===== config.mk =====
export PLATFORM = sky130hd
export DESIGN_NAME = card_host_xfer_mode_regs
export DESIGN_NICKNAME = d
export VERILOG_FILES = /design/src/hw/xfer_mode_pkg.sv /design/src/hw/card_host_xfer_mode_regs.sv
export SDC_FILE = /design/constraint.sdc
export NUM_CORES = 1
export LEC_CHECK = 0
export ABC_CLOCK_PERIOD_IN_PS = 2000
export BUFFER_PORTS_ARGS = -buffer_cell sky130_fd_sc_hd__buf_2
export CORE_UTILIZATION = 43
export CTS_BUF_LIST = sky130_fd_sc_hd__clkbuf_8 sky130_fd_sc_hd__clkbuf_16
export CTS_CLUSTER_DIAMETER = 60
export DETAILED_ROUTE_END_ITERATION = 8
export PLACE_DENSITY = 0.74
export SLEW_MARGIN = 20
export SYNTH_ARGS = -nofsm -noshare
export SYNTH_HDL_FRONTEND = slang
export SYNTH_SLANG_ARGS = --single-unit

===== constraint.sdc =====
create_clock -name sys_clk -period 2 [get_ports sys_clk]
set_input_delay 0.2 -clock sys_clk [delete_from_list [all_inputs] [get_ports sys_clk]]
set_output_delay 0.2 -clock sys_clk [all_outputs]
set_load 0.005 [all_outputs]

===== src/hw/xfer_mode_pkg.sv =====
// package for the command-argument and transfer-mode register bank
// assumes an APB slave with 32-bit data and one clock domain
//
// Contract
// - 32-bit argument register feeds frame bits 39-8
// - transfer-mode writes ignored while data line busy
// - bit 5 selects multiple or single block
// - bit 4 selects read or write direction
// - bit 2 issues automatic stop after last block; the code issues it only after the last block of a counted multi-block run
// - bit 1 enables block counter, else unbounded
// - bit 0 enables DMA, reads zero if unsupported
// - DMA starts on command upper byte write
// - DMA enable only when capability allows it
// - transfer type from multiplicity, counter enable, count
package xfer_mode_pkg;

  // ****************************************************************
  // register map (byte addresses)
  // ****************************************************************
  localparam logic [11:0] ADDR_ARG = 12'h008;  // command_argument
  localparam logic [11:0] ADDR_MODE = 12'h00C;  // transfer_mode_control
  localparam logic [11:0] ADDR_CMD = 12'h00C;  // command word shares this word, upper half
  localparam logic [11:0] ADDR_STATUS = 12'h010;  // block status word of our own
  localparam logic [11:0] ADDR_COUNT = 12'h004;  // block count word of our own

  // ****************************************************************
  // transfer-mode field positions
  // ****************************************************************
  localparam int BIT_DMA = 0;
  localparam int BIT_CNT_EN = 1;
  localparam int BIT_AUTO_STOP = 2;
  localparam int BIT_DIR = 4;
  localparam int BIT_MULTI = 5;
  localparam logic [15:0] MODE_WMASK = 16'h0037;  // writable mode bits
  localparam logic [15:0] MODE_RESET = 16'h0000;
  localparam logic [31:0] ARG_RESET = 32'h0000_0000;
  localparam logic [15:0] COUNT_RESET = 16'h0000;
  localparam int CMD_UPPER_LANE = 3;  // byte 00Fh inside word 00Ch

  // transfer kinds decoded from mode and count
  typedef enum logic [1:0] {
    XFER_SINGLE, XFER_INFINITE, XFER_MULTIPLE, XFER_STOP
  } xfer_kind_t;

  // fields handed to the card-side sequencer
  typedef struct packed {
    logic multiBlock;
    logic readDir;
    logic autoStop;
    logic countEnable;
    logic dmaEnable;
  } mode_fields_t;

endpackage


===== src/hw/card_host_xfer_mode_regs.sv =====
// register bank: command argument and transfer-mode control
// assumes an APB master on sys_clk, and a sequencer that reports data-line busy
//
// Chosen here: register access over APB.
module card_host_xfer_mode_regs #(
  parameter bit DMA_SUPPORTED = 1'b1  // capability strap for DMA
) (
  input wire logic sys_clk,
  input wire logic srst,
  input wire logic clkEn,  // freezes all state while low
  // apb slave
  input wire logic psel,
  input wire logic penable,
  input wire logic pwrite,
  input wire logic [11:0] paddr,
  input wire logic [31:0] pwdata,
  input wire logic [3:0] pstrb,
  output logic [31:0] prdata,
  output logic pready,
  output logic pslverr,
  // card-side sequencer
  input wire logic dataLineBusyInhibit,  // data_line_busy_inhibit status
  input wire logic blockDone,  // one pulse per completed block
  output logic [31:0] cmdArgument,  // to frame bits 39-8
  output xfer_mode_pkg::mode_fields_t modeFields,
  output xfer_mode_pkg::xfer_kind_t xferKind,
  output logic dmaStart,  // one-cycle pulse
  output logic autoStopIssue  // one-cycle pulse: send stop_transmission_cmd
);

  // ****************************************************************
  // bus decode
  // ****************************************************************
  logic [15:0] modeReg;  // transfer_mode_control contents
  logic [15:0] blockCount;  // remaining blocks
  logic wrAccess;  // write taken this edge
  logic hitArg;
  logic hitMode;
  logic hitCount;
  logic hitStatus;
  logic mapped;
  logic lastBlock;

  // zero-wait slave: every access completes in its first access cycle
  assign pready = 1'b1;
  assign wrAccess = psel && penable && pwrite && clkEn;
  // full-word address compare; the command byte rides in the mode word
  assign hitArg = (paddr == xfer_mode_pkg::ADDR_ARG);
  assign hitMode = (paddr == xfer_mode_pkg::ADDR_MODE);
  assign hitCount = (paddr == xfer_mode_pkg::ADDR_COUNT);
  assign hitStatus = (paddr == xfer_mode_pkg::ADDR_STATUS);
  assign mapped = hitArg || hitMode || hitCount || hitStatus;
  // unmapped addresses answer with an error, status is read only
  assign pslverr = psel && penable && (!mapped || (pwrite && hitStatus));

  // merge byte lanes into an old word
  function automatic logic [31:0] lane_merge(input logic [31:0] old, input logic [31:0] nw,
                                             input logic [3:0] strb);
    logic [31:0] res;
    res = old;
    for (int i = 0; i < 4; i++) begin
      if (strb[i]) begin
        res[i*8 +: 8] = nw[i*8 +: 8];
      end
    end
    return res;
  endfunction

  // ****************************************************************
  // argument register
  // ****************************************************************
  // plain storage, driven straight to the frame builder
  always_ff @(posedge sys_clk) begin
    if (srst) begin
      cmdArgument <= xfer_mode_pkg::ARG_RESET;
    end else if (wrAccess && hitArg) begin
      cmdArgument <= lane_merge(cmdArgument, pwdata, pstrb);
    end
  end

  // ****************************************************************
  // transfer-mode register
  // ****************************************************************
  logic [15:0] next_mode;  // write value after masking
  always_comb begin
    // only the mode half of the merged word is kept
    next_mode = 16'(lane_merge({16'h0000, modeReg}, pwdata, pstrb));
    // reserved bits forced to zero on every write
    next_mode = next_mode & xfer_mode_pkg::MODE_WMASK;
    if (!DMA_SUPPORTED) begin
      next_mode[xfer_mode_pkg::BIT_DMA] = 1'b0;
    end
  end

  // whole write dropped while the data line is busy, so a running
  // transfer never sees its mode change underneath it
  always_ff @(posedge sys_clk) begin
    if (srst) begin
      modeReg <= xfer_mode_pkg::MODE_RESET;
    end else if (wrAccess && hitMode && |pstrb[1:0] && !dataLineBusyInhibit) begin
      modeReg <= next_mode;
    end
  end

  // field fan-out to the sequencer
  always_comb begin
    modeFields.multiBlock = modeReg[xfer_mode_pkg::BIT_MULTI];
    modeFields.readDir = modeReg[xfer_mode_pkg::BIT_DIR];
    modeFields.autoStop = modeReg[xfer_mode_pkg::BIT_AUTO_STOP];
    modeFields.countEnable = modeReg[xfer_mode_pkg::BIT_CNT_EN];
    modeFields.dmaEnable = modeReg[xfer_mode_pkg::BIT_DMA] && DMA_SUPPORTED;
  end

  // ****************************************************************
  // block counter
  // ****************************************************************
  // counts down on each block of a multi-block run only when the counter is enabled; holds at zero
  always_ff @(posedge sys_clk) begin
    if (srst) begin
      blockCount <= xfer_mode_pkg::COUNT_RESET;
    end else if (clkEn) begin
      if (wrAccess && hitCount) begin
        blockCount <= 16'(lane_merge({16'h0000, blockCount}, pwdata, pstrb));
      end else if (blockDone && modeFields.multiBlock && modeFields.countEnable
                   && blockCount != 16'h0000) begin
        blockCount <= blockCount - 16'h0001;
      end
    end
  end

  // transfer type decode
  always_comb begin
    if (!modeFields.multiBlock) begin
      xferKind = xfer_mode_pkg::XFER_SINGLE;
    end else if (!modeFields.countEnable) begin
      xferKind = xfer_mode_pkg::XFER_INFINITE;
    end else if (blockCount != 16'h0000) begin
      xferKind = xfer_mode_pkg::XFER_MULTIPLE;
    end else begin
      xferKind = xfer_mode_pkg::XFER_STOP;
    end
  end

  // last block: the single one, or the counted one reaching zero
  assign lastBlock = blockDone && (!modeFields.multiBlock
                     || (modeFields.countEnable && blockCount == 16'h0001));

  // ****************************************************************
  // event pulses
  // ****************************************************************
  // stop only after a bounded multi-block run; unbounded ones are ended by software
  always_ff @(posedge sys_clk) begin
    if (srst) begin
      autoStopIssue <= 1'b0;
    end else if (clkEn) begin
      autoStopIssue <= lastBlock && modeFields.multiBlock && modeFields.autoStop;
    end
  end

  // writing byte 00Fh is the command trigger
  always_ff @(posedge sys_clk) begin
    if (srst) begin
      dmaStart <= 1'b0;
    end else if (clkEn) begin
      dmaStart <= wrAccess && hitMode && pstrb[xfer_mode_pkg::CMD_UPPER_LANE]
                  && modeFields.dmaEnable;
    end
  end

  // ****************************************************************
  // read data
  // ****************************************************************
  // captured in the setup cycle so the access cycle sees a settled word
  // limitation: a block finishing between setup and access is not reflected
  always_ff @(posedge sys_clk) begin
    if (srst) begin
      prdata <= 32'h0000_0000;
    end else if (clkEn && psel && !penable && !pwrite) begin
      case (paddr)
        xfer_mode_pkg::ADDR_ARG: prdata <= cmdArgument;
        xfer_mode_pkg::ADDR_MODE: prdata <= {16'h0000, modeReg};
        xfer_mode_pkg::ADDR_COUNT: prdata <= {16'h0000, blockCount};
        xfer_mode_pkg::ADDR_STATUS: prdata <= {29'h0000_0000, dataLineBusyInhibit,
                                               xferKind};
        default: prdata <= 32'h0000_0000;
      endcase
    end
  end

  // ****************************************************************
  // assertions
  // ****************************************************************
  // a write taken while the data line is busy leaves the mode word alone
  property p_busy_blocks;
    @(posedge sys_clk) disable iff (srst)
      (dataLineBusyInhibit && !penable) ##1 (dataLineBusyInhibit && wrAccess && hitMode)
      |=> $stable(modeReg);
  endproperty
  a_busy_blocks: assert property (p_busy_blocks) else $error("mode changed while busy");

  property p_mode_write;
    @(posedge sys_clk) disable iff (srst)
      (wrAccess && hitMode && pstrb[0] && !dataLineBusyInhibit)
      |=> modeReg[5:4] == $past(pwdata[5:4]);
  endproperty
  a_mode_write: assert property (p_mode_write) else $error("mode write lost");

  property p_reserved_zero;
    @(posedge sys_clk) disable iff (srst) 1'b1 |-> (modeReg & 16'hFFC8) == 16'h0000;
  endproperty
  a_reserved_zero: assert property (p_reserved_zero) else $error("reserved bit set");

  property p_arg_write;
    @(posedge sys_clk) disable iff (srst)
      (wrAccess && hitArg && pstrb == 4'hF) |=> cmdArgument == $past(pwdata);
  endproperty
  a_arg_write: assert property (p_arg_write) else $error("argument not stored");

  property p_dma_start;
    @(posedge sys_clk) disable iff (srst)
      dmaStart |-> $past(modeFields.dmaEnable) && $past(pstrb[3]);
  endproperty
  a_dma_start: assert property (p_dma_start) else $error("dma start without cause");

  property p_auto_stop;
    @(posedge sys_clk) disable iff (srst)
      (clkEn && blockDone && modeFields.multiBlock && modeFields.countEnable
       && modeFields.autoStop && blockCount == 16'h0001) |=> autoStopIssue;
  endproperty
  a_auto_stop: assert property (p_auto_stop) else $error("auto stop missing");

  property p_no_stop;
    @(posedge sys_clk) disable iff (srst) autoStopIssue |-> $past(modeFields.autoStop);
  endproperty
  a_no_stop: assert property (p_no_stop) else $error("stop while disabled");

  property p_infinite;
    @(posedge sys_clk) disable iff (srst)
      (modeFields.multiBlock && !modeFields.countEnable)
      |-> xferKind == xfer_mode_pkg::XFER_INFINITE;
  endproperty
  a_infinite: assert property (p_infinite) else $error("wrong transfer kind");

  property p_count_hold;
    @(posedge sys_clk) disable iff (srst)
      (!modeFields.countEnable && !(wrAccess && hitCount)) |=> $stable(blockCount);
  endproperty
  a_count_hold: assert property (p_count_hold) else $error("counter ran disabled");

  property p_dma_unsup;
    @(posedge sys_clk) disable iff (srst) !DMA_SUPPORTED |-> !modeReg[0];
  endproperty
  a_dma_unsup: assert property (p_dma_unsup) else $error("dma bit without support");

  // single and stop kinds; the unbounded kind is checked above
  property p_single;
    @(posedge sys_clk) disable iff (srst)
      !modeFields.multiBlock |-> xferKind == xfer_mode_pkg::XFER_SINGLE;
  endproperty
  a_single: assert property (p_single) else $error("single kind lost");

  property p_stop_kind;
    @(posedge sys_clk) disable iff (srst)
      (modeFields.multiBlock && modeFields.countEnable && blockCount == 16'h0000)
      |-> xferKind == xfer_mode_pkg::XFER_STOP;
  endproperty
  a_stop_kind: assert property (p_stop_kind) else $error("stop kind lost");

  // a counted block takes exactly one off the remaining count
  property p_count_step;
    @(posedge sys_clk) disable iff (srst)
      (clkEn && blockDone && modeFields.multiBlock && modeFields.countEnable
       && blockCount != 16'h0000 && !(wrAccess && hitCount))
      |=> blockCount == $past(blockCount) - 16'h0001;
  endproperty
  a_count_step: assert property (p_count_step) else $error("count step wrong");

  // a low clock enable freezes every register of the bank
  property p_freeze;
    @(posedge sys_clk) disable iff (srst)
      !clkEn |=> $stable(modeReg) && $stable(cmdArgument) && $stable(blockCount);
  endproperty
  a_freeze: assert property (p_freeze) else $error("state moved while frozen");

  // one trigger write gives exactly one start pulse
  property p_dma_pulse;
    @(posedge sys_clk) disable iff (srst) dmaStart |=> !dmaStart;
  endproperty
  a_dma_pulse: assert property (p_dma_pulse) else $error("dma start too long");

  // a mode read never shows a reserved bit
  property p_mode_read;
    @(posedge sys_clk) disable iff (srst)
      (clkEn && psel && !penable && !pwrite && hitMode)
      |=> (prdata & 32'hFFFF_FFC8) == 32'h0000_0000;
  endproperty
  a_mode_read: assert property (p_mode_read) else $error("reserved bit read back");

  // unbounded runs never send the stop on their own; software ends them
  property p_stop_bounded;
    @(posedge sys_clk) disable iff (srst)
      autoStopIssue |-> $past(modeFields.countEnable) && $past(modeFields.multiBlock);
  endproperty
  a_stop_bounded: assert property (p_stop_bounded) else $error("stop in unbounded run");

  // main scenarios worth seeing in a run
  c_dma: cover property (@(posedge sys_clk) dmaStart);
  c_stop: cover property (@(posedge sys_clk) autoStopIssue);
  c_blocked: cover property (@(posedge sys_clk) wrAccess && hitMode && dataLineBusyInhibit);
  c_infinite: cover property (@(posedge sys_clk) xferKind == xfer_mode_pkg::XFER_INFINITE);
  c_readback: cover property (@(posedge sys_clk) psel && penable && !pwrite && hitMode);

endmodule


==> impl_metrics.prom, run 1 <==
# TYPE chip_impl_metric gauge
chip_impl_info{name="synth_common_cells",value="dfxtp_1 (87), nor2_1 (56), nand2_1 (46)"} 1
chip_impl_metric{name="dp.final_hpwl",unit="microns"} 9461
chip_impl_info{name="setup.worst_path.end_class",value="output pin"} 1
chip_impl_metric{name="ys_ff_latch",unit=""} 87
chip_impl_metric{name="drive_gt1_share",unit="%"} 36.25
chip_impl_metric{name="cap_viol_max_count",unit=""} 0
chip_impl_metric{name="synth_largest_type_area_fraction",unit="%"} 43.27
chip_impl_info{name="synth-main-ff-cell",value="dfxtp_1"} 1
chip_impl_metric{name="report.final.hold_viol_count",unit=""} 0
chip_impl_metric{name="ir_worst_vdd",unit="mV"} 0.6504
chip_impl_info{name="startpoint_type",value="flip-flop"} 1
chip_impl_metric{name="floorplan.die.height",unit="microns"} 98.75
chip_impl_info{name="timing.setup.critical_path_class",value="reg -> out"} 1
chip_impl_metric{name="final-setup-viol-count",unit=""} 0
chip_impl_metric{name="route.antenna.remaining_nets",unit=""} 0
chip_impl_metric{name="numClockSinks",unit=""} 87
chip_impl_metric{name="synth_edf_count",unit=""} 0
chip_impl_metric{name="fmax",unit="MHz"} 504.1
chip_impl_metric{name="dieArea",unit="sq mm"} 0.009752
chip_impl_metric{name="route.final.wire_length",unit="microns"} 12800
chip_impl_metric{name="ctsLongestPathBuffers",unit=""} 2
chip_impl_metric{name="sw_frac_of_total",unit="%"} 25.40
chip_impl_metric{name="place_ws",unit="ns"} -0.07975
chip_impl_info{name="tritoncts_clock_tree",value="yes"} 1
chip_impl_metric{name="p_leak",unit="nW"} 2.313
chip_impl_metric{name="core_area",unit="sq mm"} 0.008891
chip_impl_metric{name="route.detailed.wl_per_inst",unit="microns"} 17.37
chip_impl_metric{name="power.combinational.fraction",unit="%"} 5.9
chip_impl_metric{name="rows",unit=""} 34
chip_impl_info{name="synth_area_leaders",value="dfxtp_1 (43%), mux2i_1 (9.9%), nor2_1 (5.2%), nand2_1 (4.3%), a21oi_1 (3.5%)"} 1
chip_impl_metric{name="syn-cell-area",unit="sq mm"} 0.004025
chip_impl_metric{name="period_minus_slack",unit="ns"} 1.984
chip_impl_metric{name="route.detailed.vias_per_inst",unit=""} 5.750
chip_impl_metric{name="number_of_i_o_pins",unit=""} 131
chip_impl_metric{name="avg_synthesized_cell_area",unit="sq um"} 8.769
chip_impl_metric{name="number_of_antenna_violations_at_the_first_check_in_global_routing",unit=""} 0
chip_impl_metric{name="tightest_slew",unit="ns"} 0.6013
chip_impl_metric{name="power.share.clock",unit="%"} 40.3
chip_impl_metric{name="grt_pass1_wl",unit="microns"} 19840
chip_impl_metric{name="share_seq_of_total_power",unit="%"} 53.8
chip_impl_metric{name="clock_latency",unit="ns"} 0.36
chip_impl_metric{name="h-tree-depth",unit=""} 3
chip_impl_metric{name="p_switching",unit="mW"} 0.8210
chip_impl_metric{name="synth.yosys.warnings",unit=""} 0
chip_impl_metric{name="synthToLayoutAreaGrowth",unit="%"} 34.91
chip_impl_metric{name="number_of_instances_in_the_synthesized_netlist",unit=""} 459
chip_impl_metric{name="fin_crit_sh",unit="%"} 99.18
chip_impl_metric{name="port_buffers",unit=""} 129
chip_impl_metric{name="post_synth_num_cell_types",unit=""} 56
chip_impl_metric{name="cellInternalPower",unit="mW"} 2.411
chip_impl_metric{name="grt_pass1_vias",unit=""} 3994
chip_impl_metric{name="num_vias",unit=""} 4238
chip_impl_metric{name="skew",unit="ns"} 0.007114
chip_impl_metric{name="power_per_cell_area",unit="mW/mm^2"} 595.3
chip_impl_metric{name="finalWeightedCongestion",unit=""} 0.8899
chip_impl_metric{name="timing.final.max_slew_violations",unit=""} 0
chip_impl_metric{name="critPathArrivalTime",unit="ns"} 1.78
chip_impl_metric{name="crit_fanout",unit=""} 4
chip_impl_info{name="result_of_the_run",value="finished, final reports clean"} 1
chip_impl_metric{name="numCtsBuffers",unit=""} 9
chip_impl_info{name="post-synth-top-count-cell",value="dfxtp_1"} 1
chip_impl_metric{name="detailedRoute.firstPassIterationCount",unit=""} 5
chip_impl_metric{name="starting_utilization_of_the_core_area",unit="%"} 45.27
chip_impl_metric{name="setup_slack",unit="ns"} 0.01645
chip_impl_metric{name="cts_hold_buf",unit=""} 0
chip_impl_metric{name="globalRoute.totalOverflow",unit=""} 0
chip_impl_info{name="rsz0062_at_grt",value="true"} 1
chip_impl_metric{name="async_flop_share",unit="%"} 0
chip_impl_metric{name="synth_net_count",unit=""} 517
chip_impl_metric{name="p_total",unit="mW"} 3.232
chip_impl_metric{name="clkSlewWorstSetupHoldPaths",unit="ns"} 0.09
chip_impl_metric{name="die_x",unit="microns"} 98.75
chip_impl_metric{name="nets",unit=""} 682
chip_impl_info{name="holdCritPathClass",value="in -> reg"} 1
chip_impl_metric{name="synth.yosys.seq_area_share",unit="%"} 43.27
chip_impl_info{name="synth_largest_area_cell",value="dfxtp_1"} 1
chip_impl_metric{name="drtIter0Drc",unit=""} 278
chip_impl_metric{name="n_antenna_cell",unit=""} 0
chip_impl_metric{name="timing.critical_path.required",unit="ns"} 1.80
chip_impl_metric{name="maximum_number_of_pins_on_one_net_before_global_route_repair",unit=""} 58
chip_impl_metric{name="timing.max_slew.rel_slack",unit="%"} 59.91
chip_impl_metric{name="gr-usage-all-layers",unit="%"} 25.78
chip_impl_metric{name="post-route-drc-count",unit=""} 0
chip_impl_info{name="root_driver",value="clkbuf_8"} 1
## per-stage QoR
| step | utilization, % | cells | setup TNS (ns) | hold slack (ns) | cell area [sq um] |
|---|---|---|---|---|---|
| 4_1_cts | 60.36 | 732 | 0 | 0.06386 | 5366 |
| 3_5_place_dp | 57.15 | 713 | -0.3532 | 0.4388 | 5081 |
| 6_report | 61.08 | 737 | 0 | 0.07208 | 5430 |
| 5_1_grt | 61.08 | 737 | -0.02414 | 0.07249 | 5430 |
| 3_3_place_gp | 57.15 | 713 | -0.04255 | 0.4300 | 5081 |
| 2_1_floorplan | - | 459 | 0 | 0.3472 | 4025 |
## cell usage in the layout (no fill, tap or decap), types with 12 or more instances in the layout
master	synthesis	final
buf_2	4	129
dfxtp_1	87	84
nor2_1	56	55
buf_4	1	47
nand2_1	46	46
mux2i_1	40	40
a21oi_1	28	28
nand3_1	27	27
o21ai_0	12	12
nor3_1	13	12
## worst paths after layout
check	endpoint	slack (ns)	depth (start not counted)	start
max reg2reg	blockCount[15]$_SDFFE_PP0P_	0.03	6	blockCount[1]$_SDFFE_PP0P_
max	xferKind[0]	0.02	4	blockCount[9]$_SDFFE_PP0P_
min	cmdArgument[31]$_SDFFE_PP0P_	0.07	3	pwdata[31]
min reg2reg	prdata[26]$_SDFFE_PP0P_	0.45	2	prdata[26]$_SDFFE_PP0P_
## worst max-delay path, cell delays in order (launching register included)
cell      delay, ns
dfxtp_2        0.34
or3_4          0.41
nand4b_1       0.29
a21boi_2       0.23
buf_2          0.15
## cell families (layout without fill, tap and decap cells)
group / Yosys count / count (layout) / share of synthesized area [%]
flops: 87 / 87 / 43.27
other cells: 1 / 1 / 0.09317
simple gates: 190 / 190 / 25.30
xor+xnor: 1 / 1 / 0.2176
mux: 41 / 41 / 10.23
buf+inv: 38 / 208 / 3.761
compound gates: 99 / 99 / 16.51
fa+ha+maj: 2 / 2 / 0.6216
## per-layer routing
layer / global-route usage [%] / part of all wire, % / vias to the layer above
met1: 33.54 / 43 / 1989
met4: 7.692 / 1.6 / 0
met2: 42.98 / 48 / 206
met3: 5.461 / 7.3 / 29
met5: 0 / 0 / -
li1: - / - / 2014
## timing repair
item,in CTS,in global routing
endpoints found under the hold margin,0,0
cloned,0,0
setup endpoints to repair,4,5
pin swaps,4,4
setup buffers,3,5
gates resized for setup,10,10
## power by group through the flow
stage          combinational, mW  sequential (mW)  clock, mW
6_report                   0.192             1.74       1.30
5_1_grt                    0.207             1.74       1.39
4_1_cts                    0.190             1.74       1.32
3_5_place_dp               0.189             1.78          0
3_3_place_gp               0.187             1.78          0
2_1_floorplan             0.0799             1.78          0
## state kept, by name, indices dropped and copies added (netlist names)
name           count
dmaStart           1
autoStopIssue      1
blockCount        16
cmdArgument       32
prdata            32
modeReg            5
## final cells by class
class | count | area (sq um)
clock inverters | 7 | 85.08
fillers | 772 | 3461
well taps | 108 | 135.1
inverters | 11 | 43.79
flip-flops and latches | 87 | 1748
multi-input cells | 334 | 2196
repair buffers | 181 | 1099
clock buffers | 9 | 123.9
Note: power is estimated with default switching activity, not from simulation.
==> run 2: changes to the inputs <==
--- a/config.mk
+++ b/config.mk
@@ -7,11 +7,13 @@
 export LEC_CHECK = 0
 export ABC_CLOCK_PERIOD_IN_PS = 2000
 export BUFFER_PORTS_ARGS = -buffer_cell sky130_fd_sc_hd__buf_2
-export CORE_UTILIZATION = 43
+export CELL_PAD_IN_SITES_DETAIL_PLACEMENT = 0
+export CELL_PAD_IN_SITES_GLOBAL_PLACEMENT = 1
+export CORE_UTILIZATION = 33
 export CTS_BUF_LIST = sky130_fd_sc_hd__clkbuf_8 sky130_fd_sc_hd__clkbuf_16
 export CTS_CLUSTER_DIAMETER = 60
 export DETAILED_ROUTE_END_ITERATION = 8
-export PLACE_DENSITY = 0.74
+export PLACE_DENSITY = 0.77
 export SLEW_MARGIN = 20
 export SYNTH_ARGS = -nofsm -noshare
 export SYNTH_HDL_FRONTEND = slang
==> run 2 against run 1 <==
Compared with the run above:
- combinational power up 4%
- cell count up 4.5%
- the run now ends with setup timing left
- setup slack worse by 0.018 ns
- largest power group is now clock
- sequential share of layout area down 0.92 points
==> impl_metrics.prom, run 2 (synthesis results as in run 1) <==
# TYPE chip_impl_metric gauge
chip_impl_metric{name="dieArea",unit="sq mm"} 0.01264
chip_impl_metric{name="grt_pass1_vias",unit=""} 3827
chip_impl_info{name="reg.largest.list",value="cmdArgument x32, prdata x32, blockCount x16"} 1
chip_impl_metric{name="fin_crit_sh",unit="%"} 100.1
chip_impl_metric{name="n_antenna_cell",unit=""} 0
chip_impl_metric{name="post-route-drc-count",unit=""} 0
chip_impl_metric{name="grt_pass1_wl",unit="microns"} 20830
chip_impl_metric{name="skew",unit="ns"} 0.004773
chip_impl_metric{name="fmax",unit="MHz"} 499.6
chip_impl_metric{name="report.final.hold_viol_count",unit=""} 0
chip_impl_info{name="result_of_the_run",value="complete, but fails checks"} 1
chip_impl_info{name="holdCritPathClass",value="in -> reg"} 1
chip_impl_metric{name="timing.max_slew.rel_slack",unit="%"} 63.48
chip_impl_metric{name="critPathArrivalTime",unit="ns"} 1.80
chip_impl_metric{name="p_leak",unit="nW"} 2.361
chip_impl_metric{name="die_x",unit="microns"} 112.4
chip_impl_info{name="startpoint_type",value="flip-flop"} 1
chip_impl_metric{name="sw_frac_of_total",unit="%"} 21.64
chip_impl_metric{name="critPathMaxStageDelay",unit="ns"} 0.36
chip_impl_metric{name="tightest_slew",unit="ns"} 0.5458
chip_impl_metric{name="drive_gt1_share",unit="%"} 36.36
chip_impl_metric{name="timing.critical_path.required",unit="ns"} 1.80
chip_impl_metric{name="crit_fanout",unit=""} 4
chip_impl_metric{name="drtIter0Drc",unit=""} 303
chip_impl_metric{name="place_inst",unit=""} 751
chip_impl_metric{name="clock_latency",unit="ns"} 0.34
chip_impl_metric{name="number_of_i_o_pins",unit=""} 131
chip_impl_metric{name="multiInputGateArea",unit="sq mm"} 0.002215
chip_impl_metric{name="instances_no_fill",unit=""} 770
chip_impl_metric{name="ir_worst_vdd",unit="mV"} 0.4298
chip_impl_metric{name="number_of_antenna_violations_at_the_first_check_in_global_routing",unit=""} 0
chip_impl_metric{name="totalNegativeSetupSlack",unit="ns"} -0.001491
chip_impl_metric{name="layout.filler_cells",unit=""} 1154
chip_impl_metric{name="p_total",unit="mW"} 3.749
chip_impl_metric{name="core_area",unit="sq mm"} 0.01166
chip_impl_metric{name="route.final.wire_length",unit="microns"} 13370
chip_impl_metric{name="route.antenna.remaining_nets",unit=""} 0
chip_impl_metric{name="cellInternalPower",unit="mW"} 2.938
chip_impl_metric{name="period_minus_slack",unit="ns"} 2.001
chip_impl_metric{name="port_buffers",unit=""} 129
chip_impl_metric{name="maximum_number_of_pins_on_one_net_before_global_route_repair",unit=""} 33
chip_impl_metric{name="synthToLayoutAreaGrowth",unit="%"} 38.89
chip_impl_metric{name="share_seq_of_total_power",unit="%"} 46.4
chip_impl_metric{name="p_switching",unit="mW"} 0.8114
chip_impl_metric{name="detailedRoute.firstPassIterationCount",unit=""} 5
chip_impl_metric{name="cts_hold_buf",unit=""} 0
chip_impl_metric{name="power.share.clock",unit="%"} 48.3
chip_impl_metric{name="num_vias",unit=""} 4167
chip_impl_info{name="timing.critical_path.cells",value="or3_4 > nand4b_1 > buf_4 > a21boi_4 > buf_2"} 1
chip_impl_metric{name="power_per_cell_area",unit="mW/mm^2"} 670.6
chip_impl_info{name="root_driver",value="clkbuf_16"} 1
chip_impl_info{name="most-common-layout-cells",value="buf_2 (129), dfxtp_1 (82), nor2_1 (55), nand2_1 (46), buf_4 (45)"} 1
chip_impl_metric{name="cap_viol_max_count",unit=""} 0
chip_impl_metric{name="clkSlewWorstSetupHoldPaths",unit="ns"} 0.06
chip_impl_metric{name="power.combinational.fraction",unit="%"} 5.3
chip_impl_metric{name="ctsLongestPathBuffers",unit=""} 2
chip_impl_info{name="violations",value="setup timing"} 1
chip_impl_metric{name="h-tree-depth",unit=""} 3
chip_impl_info{name="crit_path_top_delay_cell",value="or3_4"} 1
chip_impl_info{name="tritoncts_clock_tree",value="yes"} 1
chip_impl_info{name="layout_commonest_cell",value="buf_2"} 1
chip_impl_metric{name="final-setup-viol-count",unit=""} 1
chip_impl_metric{name="starting_utilization_of_the_core_area",unit="%"} 34.51
chip_impl_metric{name="route.detailed.wl_per_inst",unit="microns"} 17.37
chip_impl_metric{name="numClockSinks",unit=""} 87
chip_impl_metric{name="route.detailed.vias_per_inst",unit=""} 5.412
chip_impl_metric{name="gr-usage-all-layers",unit="%"} 21.29
chip_impl_metric{name="dp.final_hpwl",unit="microns"} 10100
chip_impl_metric{name="nets",unit=""} 680
chip_impl_metric{name="rows",unit=""} 39
chip_impl_info{name="timing.setup.critical_path_class",value="reg -> out"} 1
chip_impl_metric{name="globalRoute.totalOverflow",unit=""} 0
chip_impl_metric{name="setup_slack",unit="ns"} -0.001491
chip_impl_metric{name="area.sequential",unit="sq mm"} 0.001748
chip_impl_metric{name="timing.final.max_slew_violations",unit=""} 0
chip_impl_info{name="setup.worst_path.end_class",value="output pin"} 1
chip_impl_metric{name="finalWeightedCongestion",unit=""} 0.8509
chip_impl_info{name="rsz0062_at_grt",value="true"} 1
chip_impl_metric{name="floorplan.die.height",unit="microns"} 112.4
chip_impl_metric{name="numCtsBuffers",unit=""} 9
-- run 2: cell count changes in the layout (fill, tap and decap cells not counted), sizes merged --
cell	previous run	this run
clkbuf	9	10
buf	181	179
clkinv	0	2
clkinvlp	2	1
inv	15	12
bufinv	1	2
-- run 2: routing by layer --
metal / vias to the layer above / wire length (microns) / GRT usage [%]
li1: 2008 / - / -
met1: 1977 / 6314 / 29.48
met2: 162 / 6109 / 33.25
met3: 20 / 721 / 4.266
met4: 0 / 229 / 6.756
met5: - / 0 / 0
-- run 2: repair_timing --
action	CTS	global route
hold endpoints to repair	0	0
pin swaps	4	4
setup endpoints to repair	4	12
buffers inserted	0	3
gates resized for setup	8	14
-- run 2: power by group through the flow --
stage / Combinational [mW] / Sequential [mW] / Clock (mW)
final: 0.199 / 1.74 / 1.81
after global routing: 0.215 / 1.74 / 1.92
after CTS: 0.197 / 1.74 / 1.84
after detailed placement: 0.196 / 1.78 / 0
after global placement: 0.195 / 1.78 / 0
after floorplan: 0.0799 / 1.78 / 0
-- run 2: worst paths after layout --
path	from	endpoint	slack (ns)	depth (start not counted)
setup / recovery	blockCount[9]$_SDFFE_PP0P_	xferKind[0]	-0.001	5
hold / removal	pwdata[21]	cmdArgument[21]$_SDFFE_PP0P_	0.1	3
setup reg to reg	blockCount[7]$_SDFFE_PP0P_	blockCount[14]$_SDFFE_PP0P_	0.09	5
hold reg to reg	prdata[14]$_SDFFE_PP0P_	prdata[14]$_SDFFE_PP0P_	0.45	2
-- run 2: cell type report --
class	count	share of cell area, %
multi-input cells	334	39.61
flip-flops and latches	87	31.27
repair buffers	179	19.38
clock buffers	10	4.275
well taps	143	3.201
clock inverters	6	1.522
inverters	11	0.7386
-- run 2: worst max-delay path, delay by kind of cell (launching register included) --
| family | cells | cell delay, ns |
|---|---|---|
| flops | 1 | 0.33 |
| simple gates | 2 | 0.61 |
| buf+inv | 2 | 0.34 |
| compound gates | 1 | 0.17 |
-- run 2: per-stage QoR --
stage	util, %	setup slack [ns]	hold slack [ns]	area (sq um)
after floorplan	-	0.02535	0.3472	4025
final	47.93	-0.001491	0.09650	5590
after global routing	47.93	-0.04963	0.1004	5590
after CTS	47.40	0.008023	0.09408	5528
after global placement	44.24	-0.04646	0.4322	5160
after detailed placement	44.24	-0.05089	0.4404	5160
==> run 3: changes to the inputs <==
--- a/config.mk
+++ b/config.mk
@@ -9,11 +9,11 @@
 export BUFFER_PORTS_ARGS = -buffer_cell sky130_fd_sc_hd__buf_2
 export CELL_PAD_IN_SITES_DETAIL_PLACEMENT = 0
 export CELL_PAD_IN_SITES_GLOBAL_PLACEMENT = 1
-export CORE_UTILIZATION = 33
-export CTS_BUF_LIST = sky130_fd_sc_hd__clkbuf_8 sky130_fd_sc_hd__clkbuf_16
+export CORE_UTILIZATION = 35
+export CTS_BUF_LIST = sky130_fd_sc_hd__clkbuf_4 sky130_fd_sc_hd__clkbuf_8
 export CTS_CLUSTER_DIAMETER = 60
 export DETAILED_ROUTE_END_ITERATION = 8
-export PLACE_DENSITY = 0.77
+export PLACE_DENSITY = 0.81
 export SLEW_MARGIN = 20
 export SYNTH_ARGS = -nofsm -noshare
 export SYNTH_HDL_FRONTEND = slang
==> run 3 against run 2 <==
Compared with the run above:
- the flow now finishes without violations
- register-to-register slack got worse by 0.02 ns
- wire length shrank 2.2%
- via count shrank 2.0%
- highest routed layer unchanged
- first-iteration DRC count is 9.6% lower
- sequential power hardly changed
- clock skew grew 0.0049 ns
- sequential share of layout area is 0.88 points higher
- hold slack worse by 0.040 ns
- critical path type unchanged
- non-clock buffer count grew 2
- flip-flop and latch count stayed put
- critical endpoint unchanged
- final area shrank 2.9%
==> impl_metrics.prom, run 3 (synthesis results as in run 1) <==
# TYPE chip_impl_metric gauge
chip_impl_metric{name="instances_no_fill",unit=""} 769
chip_impl_metric{name="floorplan.die.height",unit="microns"} 109.2
chip_impl_metric{name="timing.critical_path.required",unit="ns"} 1.80
chip_impl_metric{name="die_x",unit="microns"} 109.2
chip_impl_metric{name="port_buffers",unit=""} 129
chip_impl_metric{name="place_ws",unit="ns"} -0.03074
chip_impl_metric{name="critPathMaxStageDelay",unit="ns"} 0.43
chip_impl_metric{name="ir_worst_vdd",unit="mV"} 0.3699
chip_impl_metric{name="timing.final.max_slew_violations",unit=""} 0
chip_impl_metric{name="numClockSinks",unit=""} 87
chip_impl_metric{name="grt_pass1_vias",unit=""} 3747
chip_impl_metric{name="drive_gt1_share",unit="%"} 35.29
chip_impl_metric{name="cap_viol_max_count",unit=""} 0
chip_impl_metric{name="dieArea",unit="sq mm"} 0.01193
chip_impl_info{name="timing.critical_path.cells",value="or3_4 > nand4b_1 > a21boi_1 > buf_2"} 1
chip_impl_metric{name="final-setup-viol-count",unit=""} 0
chip_impl_metric{name="p_total",unit="mW"} 3.366
chip_impl_metric{name="report.final.hold_viol_count",unit=""} 0
chip_impl_metric{name="critPathArrivalTime",unit="ns"} 1.80
chip_impl_metric{name="drtIter0Drc",unit=""} 274
chip_impl_metric{name="rows",unit=""} 38
chip_impl_metric{name="route.detailed.wl_per_inst",unit="microns"} 17.00
chip_impl_metric{name="globalRoute.totalOverflow",unit=""} 0
chip_impl_metric{name="clkSlewWorstSetupHoldPaths",unit="ns"} 0.10
chip_impl_info{name="reg.largest.list",value="cmdArgument x32, prdata x32, blockCount x16"} 1
chip_impl_metric{name="number_of_i_o_pins",unit=""} 131
chip_impl_metric{name="ctsLongestPathBuffers",unit=""} 2
chip_impl_metric{name="p_leak",unit="nW"} 2.297
chip_impl_info{name="root_driver",value="clkbuf_8"} 1
chip_impl_metric{name="holdWs",unit="ns"} 0.05655
chip_impl_metric{name="gr-usage-all-layers",unit="%"} 21.82
chip_impl_info{name="rsz0062_at_grt",value="true"} 1
chip_impl_metric{name="core_area",unit="sq mm"} 0.01103
chip_impl_metric{name="placement.cell_area",unit="sq mm"} 0.005146
chip_impl_info{name="layout_commonest_cell",value="buf_2"} 1
chip_impl_metric{name="period_minus_slack",unit="ns"} 1.996
chip_impl_info{name="crit_path_top_delay_cell",value="or3_4"} 1
chip_impl_metric{name="layout.filler_cells",unit=""} 1113
chip_impl_metric{name="finish.utilization",unit="%"} 49.19
chip_impl_metric{name="clock_latency",unit="ns"} 0.37
chip_impl_metric{name="setup_slack",unit="ns"} 0.003582
chip_impl_info{name="critical_path.top_delay_family",value="simple AND/OR/NAND/NOR gates"} 1
chip_impl_info{name="result_of_the_run",value="finished, final reports clean"} 1
chip_impl_metric{name="crit_fanout",unit=""} 8
chip_impl_metric{name="fmax",unit="MHz"} 500.9
chip_impl_metric{name="h-tree-depth",unit=""} 3
chip_impl_metric{name="nets",unit=""} 682
chip_impl_info{name="tritoncts_clock_tree",value="yes"} 1
chip_impl_metric{name="numCtsBuffers",unit=""} 9
chip_impl_metric{name="place_inst",unit=""} 750
chip_impl_metric{name="num_vias",unit=""} 4084
chip_impl_metric{name="synthToLayoutAreaGrowth",unit="%"} 34.81
chip_impl_metric{name="route.detailed.vias_per_inst",unit=""} 5.311
chip_impl_metric{name="power_per_cell_area",unit="mW/mm^2"} 620.2
chip_impl_metric{name="number_of_antenna_violations_at_the_first_check_in_global_routing",unit=""} 0
chip_impl_metric{name="layout.cell_area.non_filler",unit="sq mm"} 0.005426
chip_impl_metric{name="cp.buffers_inverters",unit=""} 1
chip_impl_metric{name="detailedRoute.firstPassIterationCount",unit=""} 5
chip_impl_metric{name="finalWeightedCongestion",unit=""} 0.8821
chip_impl_info{name="startpoint_type",value="flip-flop"} 1
chip_impl_metric{name="totalNegativeSetupSlack",unit="ns"} 0
chip_impl_info{name="most-common-layout-cells",value="buf_2 (129), dfxtp_1 (85), nor2_1 (55), buf_4 (49), nand2_1 (46)"} 1
chip_impl_metric{name="skew",unit="ns"} 0.009697
chip_impl_metric{name="r2r_setup_slack",unit="ns"} 0.07
chip_impl_metric{name="n_antenna_cell",unit=""} 0
chip_impl_metric{name="starting_utilization_of_the_core_area",unit="%"} 36.49
chip_impl_info{name="timing.setup.critical_path_class",value="reg -> out"} 1
chip_impl_metric{name="route.antenna.remaining_nets",unit=""} 0
chip_impl_metric{name="cts_hold_buf",unit=""} 0
chip_impl_metric{name="post-route-drc-count",unit=""} 0
chip_impl_metric{name="grt_pass1_wl",unit="microns"} 19870
chip_impl_metric{name="maximum_number_of_pins_on_one_net_before_global_route_repair",unit=""} 44
chip_impl_info{name="setup.worst_path.end_class",value="output pin"} 1
chip_impl_metric{name="fin_crit_sh",unit="%"} 99.82
chip_impl_info{name="holdCritPathClass",value="in -> reg"} 1
chip_impl_metric{name="route.final.wire_length",unit="microns"} 13080
chip_impl_metric{name="dp.final_hpwl",unit="microns"} 9962
[run 3: where the power goes]
group | switching [mW] | leakage [nW] | internal [mW]
Sequential | 0.00286 | 0.702 | 1.74
Combinational | 0.120 | 1.48 | 0.0767
Clock | 0.706 | 0.117 | 0.724
[run 3: repair_timing]
action / CTS / global route
setup buffers: 0 / 3
endpoints found under the setup margin: 2 / 4
gates resized for setup: 6 / 3
pin swaps: 5 / 0
[run 3: layout make-up]
type / count / area (sq um) / area share (%)
Tap cell: 140 / 175.2 / 3.228
Inverter: 11 / 41.29 / 0.7609
Clock buffer: 9 / 123.9 / 2.283
Sequential cell: 87 / 1744 / 32.14
Timing Repair Buffer: 181 / 1074 / 19.78
Clock inverter: 7 / 102.6 / 1.891
Multi-Input combinational cell: 334 / 2166 / 39.91
[run 3: worst register-to-register path, cell delays in order, from the launching register on]
cell,delay [ns]
dfxtp_1,0.34
inv_1,0.06
ha_2,0.19
nor4b_2,0.16
nand4b_1,0.17
o211ai_1,0.12
buf_4,0.19
or4_1,0.48
a31oi_1,0.16
[run 3: worst paths after layout]
| check | start | to | cells after the start |
|---|---|---|---|
| max reg2reg | blockCount[1]$_SDFFE_PP0P_ | blockCount[11]$_SDFFE_PP0P_ | 8 |
| min | pwdata[29] | cmdArgument[29]$_SDFFE_PP0P_ | 3 |
| min reg2reg | prdata[3]$_SDFFE_PP0P_ | prdata[3]$_SDFFE_PP0P_ | 2 |
| max | blockCount[10]$_SDFFE_PP0P_ | xferKind[0] | 4 |
[run 3: metal layers]
| layer | share of wire, % | up-vias | track usage, % |
|---|---|---|---|
| li1 | - | 2008 | - |
| met1 | 48 | 1935 | 30.65 |
| met3 | 4.9 | 14 | 4.124 |
| met2 | 46 | 127 | 33.56 |
| met4 | 1.0 | 0 | 6.857 |
| met5 | 0 | - | 0 |
